## src/hdl/rxb_regs.vh

```
// Register offsets, field positions and reset values for the receive back end
`ifndef RXB_REGS_VH
`define RXB_REGS_VH
// APB byte offsets
`define RXB_CTRL_OFS 12'h000
`define RXB_STAT_OFS 12'h004
`define RXB_IRQ_STAT_OFS 12'h008
`define RXB_IRQ_MASK_OFS 12'h00c
`define RXB_PATTERN_OFS 12'h010
`define RXB_LANE_STAT_OFS 12'h014
// Control fields
`define RXB_CTRL_RESTART_BIT 0
`define RXB_CTRL_BONDED_BIT 1
`define RXB_CTRL_RATE_MATCH_BIT 2
`define RXB_CTRL_EXT_RDCLK_BIT 3
`define RXB_CTRL_RESET 4'h0
// Status fields
`define RXB_STAT_FOUND_BIT 0
`define RXB_STAT_FIFO_ERR_BIT 1
`define RXB_STAT_FULL_BIT 2
`define RXB_STAT_EMPTY_BIT 3
`define RXB_STAT_CLKSEL_LSB 4
// Interrupt events
`define RXB_IRQ_FOUND_BIT 0
`define RXB_IRQ_FIFO_ERR_BIT 1
`define RXB_IRQ_CODE_ERR_BIT 2
`define RXB_IRQ_DISP_ERR_BIT 3
`define RXB_IRQ_W 4
`define RXB_IRQ_MASK_RESET 4'h0
`define RXB_PATTERN_RESET 8'hbc
// Read clock source codes
`define RXB_CLK_RECOVERED 2'h0
`define RXB_CLK_LOCAL_TX 2'h1
`define RXB_CLK_BONDED 2'h2
`define RXB_CLK_EXTERNAL 2'h3
`endif
```

## src/hdl/rxb_decode_order.v

```verilog
// Receive back end: decoder flags, byte ordering, phase FIFO and APB registers
//
// Function
// - Control flag high for K, low for D
// - Disparity flag set on disparity mismatch
// - Code/disparity pair reads 00, 10, 11
// - Running disparity flag high when negative
// - One status bit per byte lane
// - Rising restart edge restarts byte ordering
// - Found raised on pattern in low byte
// - No external clock: internal read clock chosen
// - Bonded configuration uses bonded core clock
// - Unbonded without rate match uses recovered
// - Unbonded with rate match uses local
// - Output width is lane width times lanes times channels
// - FIFO error while full or empty
`timescale 1ns/10ps
`include "rxb_regs.vh"
module rxb_decode_order #(
    parameter LANES = 2,
    parameter CHANNELS = 1,
    parameter FIFO_DEPTH_LOG2 = 2
) (
    input wire pclk, // Block clock, 25 MHz
    input wire presetn, // Asynchronous reset, active low
    input wire [31:0] paddr, // APB address
    input wire psel, // APB select
    input wire penable, // APB enable
    input wire pwrite, // APB direction
    input wire [31:0] pwdata, // APB write data
    output reg [31:0] prdata, // APB read data
    output wire pready, // APB ready
    output wire pslverr, // APB error
    input wire dec_valid, // Decoded word valid
    input wire [8*LANES*CHANNELS-1:0] dec_data, // Decoded data bytes
    input wire [LANES*CHANNELS-1:0] dec_is_k, // Lane holds a K symbol
    input wire [LANES*CHANNELS-1:0] dec_code_viol, // Lane holds an invalid code group
    input wire [LANES*CHANNELS-1:0] dec_disp_mis, // Lane had a disparity mismatch
    input wire [LANES*CHANNELS-1:0] dec_rd_neg, // Lane decoded under negative disparity
    input wire byte_order_restart, // Asynchronous byte ordering restart
    input wire fabric_rd_en, // Fabric reads one word
    output wire [8*LANES*CHANNELS-1:0] fabric_parallel_out, // Word to the fabric
    output wire [LANES*CHANNELS-1:0] control_code_flag, // K symbol per lane
    output wire [LANES*CHANNELS-1:0] disparity_error_flag, // Disparity error per lane
    output wire [LANES*CHANNELS-1:0] code_error_flag, // Code or disparity error per lane
    output wire [LANES*CHANNELS-1:0] running_disparity_negative, // Negative disparity per lane
    output reg byte_order_found, // Ordering pattern detected
    output wire phase_fifo_error, // FIFO full or empty
    output wire [1:0] read_clock_select, // Chosen FIFO read clock source
    output wire irq // Level interrupt
);
    // ********************************
    // Widths
    // ********************************
    localparam NL = LANES * CHANNELS;
    localparam DW = 8 * NL;
    localparam FW = DW + 4 * NL;

    // ********************************
    // Functions
    // ********************************
    // Offset match on the low address bits, the only ones decoded
    function reg_hit;
        input [31:0] addr;
        input [11:0] ofs;
        begin
            reg_hit = (addr[11:0] == ofs);
        end
    endfunction

    // Invalid code group or disparity mismatch, the combined error of each lane
    function [NL-1:0] lane_err;
        input [NL-1:0] viol;
        input [NL-1:0] mis;
        begin
            lane_err = viol | mis;
        end
    endfunction

    // ********************************
    // Registers
    // ********************************
    reg [3:0] ctrl_r;
    reg [7:0] pattern_r;
    reg [`RXB_IRQ_W-1:0] irq_stat_r;
    reg [`RXB_IRQ_W-1:0] irq_mask_r;
    reg [`RXB_IRQ_W-1:0] irq_stat_nxt;
    reg [1:0] restart_sync_r;
    reg restart_prev_r;
    reg sw_restart_prev_r;
    reg found_prev_r;
    reg err_prev_r;
    reg [4*NL-1:0] lane_stat_r;
    wire restart_edge;
    wire fifo_full;
    wire fifo_empty;
    wire [FW-1:0] fifo_in;
    wire [FW-1:0] fifo_out;
    wire [NL-1:0] err_any;
    wire wr_access;
    wire rd_access;
    wire code_evt;
    wire disp_evt;

    // ********************************
    // Read clock choice
    // ********************************
    // One block clock stands for every source; the code reports which source a real
    // channel would use so fabric logic can check its clocking plan
    assign read_clock_select = ctrl_r[`RXB_CTRL_EXT_RDCLK_BIT] ? `RXB_CLK_EXTERNAL :
        ctrl_r[`RXB_CTRL_BONDED_BIT] ? `RXB_CLK_BONDED :
        ctrl_r[`RXB_CTRL_RATE_MATCH_BIT] ? `RXB_CLK_LOCAL_TX :
        `RXB_CLK_RECOVERED;

    // ********************************
    // Byte ordering
    // ********************************
    // Restart comes from another domain, so only the second stage is used
    always @(posedge pclk or negedge presetn)
    begin
        if (!presetn)
        begin
            restart_sync_r <= 2'h0;
            restart_prev_r <= 1'b0;
            sw_restart_prev_r <= 1'b0;
        end
        else
        begin
            restart_sync_r <= {restart_sync_r[0], byte_order_restart};
            restart_prev_r <= restart_sync_r[1];
            sw_restart_prev_r <= ctrl_r[`RXB_CTRL_RESTART_BIT];
        end
    end

    assign restart_edge = (restart_sync_r[1] && !restart_prev_r) ||
        (ctrl_r[`RXB_CTRL_RESTART_BIT] && !sw_restart_prev_r);

    always @(posedge pclk or negedge presetn)
    begin
        if (!presetn)
        begin
            byte_order_found <= 1'b0;
        end
        else if (restart_edge)
        begin
            byte_order_found <= 1'b0;
        end
        else if (dec_valid && dec_data[7:0] == pattern_r)
        begin
            byte_order_found <= 1'b1;
        end
    end

    // ********************************
    // Phase FIFO
    // ********************************
    // Flags ride in the same entry as the data so they never slip against it
    assign fifo_in = {dec_rd_neg, err_any, dec_disp_mis,
        dec_is_k, dec_data};

    rxb_phase_fifo #(
        .WIDTH(FW),
        .DEPTH_LOG2(FIFO_DEPTH_LOG2)
    ) u_fifo (
        .pclk(pclk),
        .presetn(presetn),
        .wr_en(dec_valid),
        .wr_data(fifo_in),
        .rd_en(fabric_rd_en),
        .rd_data(fifo_out),
        .full(fifo_full),
        .empty(fifo_empty)
    );

    assign fabric_parallel_out = fifo_out[DW-1:0];
    assign control_code_flag = fifo_out[DW +: NL];
    assign disparity_error_flag = fifo_out[DW+NL +: NL];
    assign code_error_flag = fifo_out[DW+2*NL +: NL];
    assign running_disparity_negative = fifo_out[DW+3*NL +: NL];
    assign phase_fifo_error = fifo_full || fifo_empty;
    assign err_any = lane_err(dec_code_viol, dec_disp_mis);

    // ********************************
    // Interrupt events
    // ********************************
    assign code_evt = dec_valid && (|dec_code_viol);
    assign disp_evt = dec_valid && (|dec_disp_mis);
    // Level output: stays high until software clears or masks the source
    assign irq = |(irq_stat_r & irq_mask_r);

    // ********************************
    // APB slave
    // ********************************
    // Zero wait states; unmapped offsets read zero and flag an error
    assign wr_access = psel && penable && pwrite;
    assign rd_access = psel && !pwrite;
    assign pready = 1'b1;
    // Writes to read-only or unmapped offsets are dropped
    assign pslverr = psel && penable && !(reg_hit(paddr, `RXB_CTRL_OFS) ||
        reg_hit(paddr, `RXB_STAT_OFS) || reg_hit(paddr, `RXB_IRQ_STAT_OFS) ||
        reg_hit(paddr, `RXB_IRQ_MASK_OFS) || reg_hit(paddr, `RXB_PATTERN_OFS) ||
        reg_hit(paddr, `RXB_LANE_STAT_OFS));

    always @*
    begin
        irq_stat_nxt = irq_stat_r;
        if (wr_access && paddr[11:0] == `RXB_IRQ_STAT_OFS)
        begin
            irq_stat_nxt = irq_stat_r & ~pwdata[`RXB_IRQ_W-1:0];
        end
        // Set after clear so a simultaneous event is kept
        if (byte_order_found && !found_prev_r)
        begin
            irq_stat_nxt[`RXB_IRQ_FOUND_BIT] = 1'b1;
        end
        if (phase_fifo_error && !err_prev_r)
        begin
            irq_stat_nxt[`RXB_IRQ_FIFO_ERR_BIT] = 1'b1;
        end
        if (code_evt)
        begin
            irq_stat_nxt[`RXB_IRQ_CODE_ERR_BIT] = 1'b1;
        end
        if (disp_evt)
        begin
            irq_stat_nxt[`RXB_IRQ_DISP_ERR_BIT] = 1'b1;
        end
    end

    always @(posedge pclk or negedge presetn)
    begin
        if (!presetn)
        begin
            ctrl_r <= `RXB_CTRL_RESET;
            pattern_r <= `RXB_PATTERN_RESET;
            irq_mask_r <= `RXB_IRQ_MASK_RESET;
            irq_stat_r <= {`RXB_IRQ_W{1'b0}};
            found_prev_r <= 1'b0;
            // FIFO starts empty, so reset release must not look like an error edge
            err_prev_r <= 1'b1;
            lane_stat_r <= {(4*NL){1'b0}};
        end
        else
        begin
            irq_stat_r <= irq_stat_nxt;
            found_prev_r <= byte_order_found;
            err_prev_r <= phase_fifo_error;
            if (dec_valid)
            begin
                lane_stat_r <= {dec_rd_neg, err_any, dec_disp_mis, dec_is_k};
            end
            if (wr_access && paddr[11:0] == `RXB_CTRL_OFS)
            begin
                ctrl_r <= pwdata[3:0];
            end
            else if (wr_access && paddr[11:0] == `RXB_IRQ_MASK_OFS)
            begin
                irq_mask_r <= pwdata[`RXB_IRQ_W-1:0];
            end
            else if (wr_access && paddr[11:0] == `RXB_PATTERN_OFS)
            begin
                pattern_r <= pwdata[7:0];
            end
        end
    end

    always @*
    begin
        prdata = 32'h0000_0000;
        if (rd_access && paddr[11:0] == `RXB_CTRL_OFS)
        begin
            prdata[3:0] = ctrl_r;
        end
        else if (rd_access && paddr[11:0] == `RXB_STAT_OFS)
        begin
            prdata[`RXB_STAT_FOUND_BIT] = byte_order_found;
            prdata[`RXB_STAT_FIFO_ERR_BIT] = phase_fifo_error;
            prdata[`RXB_STAT_FULL_BIT] = fifo_full;
            prdata[`RXB_STAT_EMPTY_BIT] = fifo_empty;
            prdata[`RXB_STAT_CLKSEL_LSB +: 2] = read_clock_select;
        end
        else if (rd_access && paddr[11:0] == `RXB_IRQ_STAT_OFS)
        begin
            prdata[`RXB_IRQ_W-1:0] = irq_stat_r;
        end
        else if (rd_access && paddr[11:0] == `RXB_IRQ_MASK_OFS)
        begin
            prdata[`RXB_IRQ_W-1:0] = irq_mask_r;
        end
        else if (rd_access && paddr[11:0] == `RXB_PATTERN_OFS)
        begin
            prdata[7:0] = pattern_r;
        end
        else if (rd_access && paddr[11:0] == `RXB_LANE_STAT_OFS)
        begin
            prdata[4*NL-1:0] = lane_stat_r;
        end
    end
endmodule // rxb_decode_order

```

## src/hdl/rxb_phase_fifo.v

```verilog
// Phase compensation FIFO carrying data words with their lane status bits
`timescale 1ns/10ps
module rxb_phase_fifo #(
    parameter WIDTH = 8,
    parameter DEPTH_LOG2 = 2
) (
    input wire pclk, // Block clock
    input wire presetn, // Asynchronous reset, active low
    input wire wr_en, // Write enable from the selected write clock
    input wire [WIDTH-1:0] wr_data, // Word to store
    input wire rd_en, // Read enable from the selected read clock
    output reg [WIDTH-1:0] rd_data, // Word read out
    output wire full, // No free entry
    output wire empty // No stored entry
);
    localparam DEPTH = 1 << DEPTH_LOG2;
    reg [WIDTH-1:0] mem [0:DEPTH-1];
    reg [DEPTH_LOG2:0] wr_ptr_r;
    reg [DEPTH_LOG2:0] rd_ptr_r;
    wire do_wr;
    wire do_rd;

    assign full = (wr_ptr_r[DEPTH_LOG2] != rd_ptr_r[DEPTH_LOG2]) &&
                  (wr_ptr_r[DEPTH_LOG2-1:0] == rd_ptr_r[DEPTH_LOG2-1:0]);
    assign empty = (wr_ptr_r == rd_ptr_r);
    // Overflowing writes and underflowing reads are dropped; the error flag reports them
    assign do_wr = wr_en && !full;
    assign do_rd = rd_en && !empty;

    always @(posedge pclk)
    begin
        if (do_wr)
        begin
            mem[wr_ptr_r[DEPTH_LOG2-1:0]] <= wr_data;
        end
    end

    always @(posedge pclk or negedge presetn)
    begin
        if (!presetn)
        begin
            wr_ptr_r <= {(DEPTH_LOG2+1){1'b0}};
            rd_ptr_r <= {(DEPTH_LOG2+1){1'b0}};
            rd_data <= {WIDTH{1'b0}};
        end
        else
        begin
            if (do_wr)
            begin
                wr_ptr_r <= wr_ptr_r + 1'b1;
            end
            if (do_rd)
            begin
                rd_ptr_r <= rd_ptr_r + 1'b1;
                rd_data <= mem[rd_ptr_r[DEPTH_LOG2-1:0]];
            end
        end
    end
endmodule // rxb_phase_fifo

```

## config.mk

```make
export PLATFORM = sky130hd
export DESIGN_NAME = rxb_decode_order
export DESIGN_NICKNAME = d
export VERILOG_FILES = /design/src/hdl/rxb_decode_order.v /design/src/hdl/rxb_phase_fifo.v
export VERILOG_INCLUDE_DIRS = /design/src /design/src/hdl
export SDC_FILE = /design/constraint.sdc
export NUM_CORES = 1
export LEC_CHECK = 0
export BUFFER_PORTS_ARGS = -buffer_cell sky130_fd_sc_hd__buf_2
export CELL_PAD_IN_SITES_DETAIL_PLACEMENT = 0
export CELL_PAD_IN_SITES_GLOBAL_PLACEMENT = 2
export CORE_AREA = 3 3 155 127
export CTS_BUF_LIST = sky130_fd_sc_hd__clkbuf_16
export DETAILED_ROUTE_END_ITERATION = 8
export DIE_AREA = 0 0 158 130
export GPL_ROUTABILITY_DRIVEN = 0
export PLACE_DENSITY = 0.9
export RECOVER_POWER = 50
export SYNTH_ARGS = -nofsm -noshare
export SYNTH_HDL_FRONTEND = slang
export SYNTH_SLANG_ARGS = --single-unit
```

## constraint.sdc

```tcl
create_clock -name pclk -period 3.15 [get_ports pclk]
set_clock_uncertainty 0.05 [all_clocks]
set_input_delay 0.63 -clock pclk [delete_from_list [all_inputs] [get_ports pclk]]
set_output_delay 0.63 -clock pclk [all_outputs]
set_load 0.02 [all_outputs]
```

==> results.yml <==
critical_path:
  required_ps: 2470
  arrival_ps: 2440
  crit_fanout: 6
  crit_path_end_kind: "primary output"
  worst-setup-path-type: "primary input to primary output"
  startpoint_type: "primary input"
sta:
  finalSetupViolCount: 0
  hold_violations: 0
  max_freq_mhz: 320.2
  timing.final.crit_share_pct: 99.13
  rsz0062_at_grt: "false"
  finalSetupTns_ps: 0
  slew_viol_final: 66
  layout_setup_ws_ps: 27.29
  timing.slew.headroom_pct: -14.25
  period_minus_slack_ps: 3123
  worstMarginPinSlew_ps: 1714
clock_network:
  root_buffer: "clkbuf_16"
  ctsHoldBuffers: 0
  clkTransAtPathRegs_ps: 60
  clk_latency_ps: 420
  htreeDepth: 4
  cts.sink_count: 161
  cts_buffers: 17
  cts_tree: "yes"
  cts_buffer_depth: 2
global_route:
  grt_max_degree: 66
  grt_usage_pct: 15.09
  grt_pass1_wl_mm: 23.23
  grt_antenna_before_repair: 0
  grt_pass1_vias: 4159
  grt_overflow: 0
cells_and_area:
  syn2layout_area_growth_pct: 18.30
  regArea_um2: 4518
  multi_input_area_um2: 2153
  fill_cells: 1600
  antenna_cells: 0
  drive_gt1_share_pct: 38.40
  nets: 627
yosys:
  synth_top_flop_cell: "edfxtp_1"
  ys_types: 53
  synth-seq-cells: 161
  syn-cell-area_um2: 6872
  yosysWarnings: 0
  synth_edf_count: 96
  yosysSeqAreaShare_pct: 65.73
  synth-async-reset-ratio_pct: 40.37
  synthCells: 414
  avgSynthCellArea_um2: 16.60
die:
  ioPinCount: 159
  placementRows: 44
  die_h_um: 130
  start_util_pct: 37.94
  coreArea_um2: 18110
  fp.dieW_um: 158
  dieArea_um2: 20540
routing:
  wirelength_mm: 14.91
  vias_per_cell: 5.153
  wl_per_cell_um: 19.39
  drtIter0Drc: 288
  drt-pass1-iter-count: 4
  wl_met1_mm: 6.549
  route.detailed.drc: 0
  drtAntennaViolNets: 0
  wl_met3_mm: 1.022
  top_layer_used: "met4"
  dr_total_vias: 3963
  dr_wl_met2_mm: 7.205
pwr:
  ir_worst_vdd_v: 0.0003798
  p_leak_uw: 0.003226
  total_power_uw: 6917
  p_per_area_nw_per_um2: 850.9
place:
  io_buffer_count: 89
  hpwlAfterDp_mm: 10.35
  pre_cts_ws_ps: -57.57
outcome:
  violations: "capacitance limit, slew limit"
  status: "complete, but fails checks"
flow_run:
  maxCapViolations: 1
worst_hold_path:
  hold_class: "primary input to flop"
cells in the mapped netlist, drive strengths merged, types with 6 or more instances:
cell type	n	area share, %
mux2	50	8.2
clkbuf	10	0.55
inv	10	0.55
buf	31	3.3
nand2	17	0.97
dfrtp	59	21
xor2	12	1.5
nand3	8	0.58
edfxtp	96	42
mux4	25	8.2
dfstp	6	2.3
metal layers:
layer,track usage (%),vias up
li1,-,1756
met1,20.76,2051
met2,23.96,143
met3,4.111,13
met4,3.996,0
met5,0,-
what timing repair did:
| action | in CTS | in global routing |
|---|---|---|
| setup endpoints to repair | 1 | 0 |
| buffers inserted | 0 | 0 |
| resized for setup | 1 | 0 |
area by class of cell:
cell class,instances,share of cell area (%)
Sequential cell,161,55.58
Multi-Input combinational cell,225,26.49
Timing Repair Buffer,111,7.111
Clock buffer,17,5.233
Tap cell,230,3.540
Clock inverter,15,1.585
Inverter,10,0.4618
stage by stage:
step,hold WS (ps),instances,util (%),instance area (µm²)
final,288.3,769,44.88,8129
after global routing,273.9,769,44.88,8129
after CTS,272.6,769,45.06,8162
after detailed placement,304.9,737,41.98,7604
after global placement,292.3,737,41.98,7604
after floorplan,281.2,437,-,6958
critical path, cell delays in order:
cell and delay [ps]:
buf_2 90, or4_4 590, nor4_4 360, a22oi_1 150, a311oi_1 370, buf_2 250
power by group:
part | leakage, µW | total [µW] | internal [µW] | switching, µW
Sequential | 0.00165 | 2980 | 2790 | 197
Combinational | 0.00131 | 2040 | 900 | 1140
Clock | 0.000263 | 1900 | 1030 | 865
registers in the layout, summed over array words and instances, names as in the netlist, 2 cells and up:
| register | count |
|---|---|
| irq_mask_r | 4 |
| lane_stat_r | 8 |
| pattern_r | 8 |
| ctrl_r | 4 |
| u_fifo.wr_ptr_r | 3 |
| irq_stat_r | 4 |
| u_fifo.mem | 96 |
| restart_sync_r | 2 |
| u_fifo.rd_data | 24 |
| u_fifo.rd_ptr_r | 3 |
kinds of logic (layout without fill, tap and decap cells):
family          count (synthesis)  in the layout  synth area share, %
other cells                     2             25               0.1093
flops                         161            161                65.73
simple gates                   70             70                6.537
fa+ha+maj                       5              5               0.9104
buf+inv                        51            153                4.370
mux                            77             77                16.68
xor+xnor                       16             16                2.039
compound gates                 32             32                3.623
layout by cell type, fill, tap and decap left out, types with 3 or more instances in the layout:
cell        instances
o21ai_0             5
nand2_1            16
mux2_2             46
nor2_1              5
or2_2               3
xor2_1             12
inv_6               5
nor3_1              4
nand3_1             8
dfstp_2             5
nand2b_1            3
clkbuf_16          17
edfxtp_1           96
xnor2_1             4
nand4_1             3
and2_1              5
mux4_2             25
and3_1              4
clkinvlp_4          4
a32oi_1             4
dfrtp_1            58
ha_1                5
nor4_4              4
a22oi_1             3
a22o_1              3
buf_2              65
inv_1              11
buf_4              21
clkbuf_1           24
conb_1             25
mux2_1              4
nor2b_1             3
path summary, 6_finish.rpt:
kind | start | endpoint | slack, ps | depth (start not counted)
setup / recovery | paddr[8] | prdata[3] | 30 | 6
hold / removal | byte_order_restart | restart_sync_r[0]$_DFF_PN0_ | 290 | 1
setup reg to reg | u_fifo.rd_ptr_r[2]$_DFFE_PN0P_ | u_fifo.mem[0][7]$_DFFE_PP_ | 950 | 4
hold reg to reg | restart_sync_r[0]$_DFF_PN0_ | restart_sync_r[1]$_DFF_PN0_ | 310 | 0
max in group asynchronous | presetn | u_fifo.rd_ptr_r[0]$_DFFE_PN0P_ | 1220 | 2
min in group asynchronous | presetn | u_fifo.rd_data[10]$_DFFE_PN0P_ | 660 | 2
(Power assumes the default switching activity.)
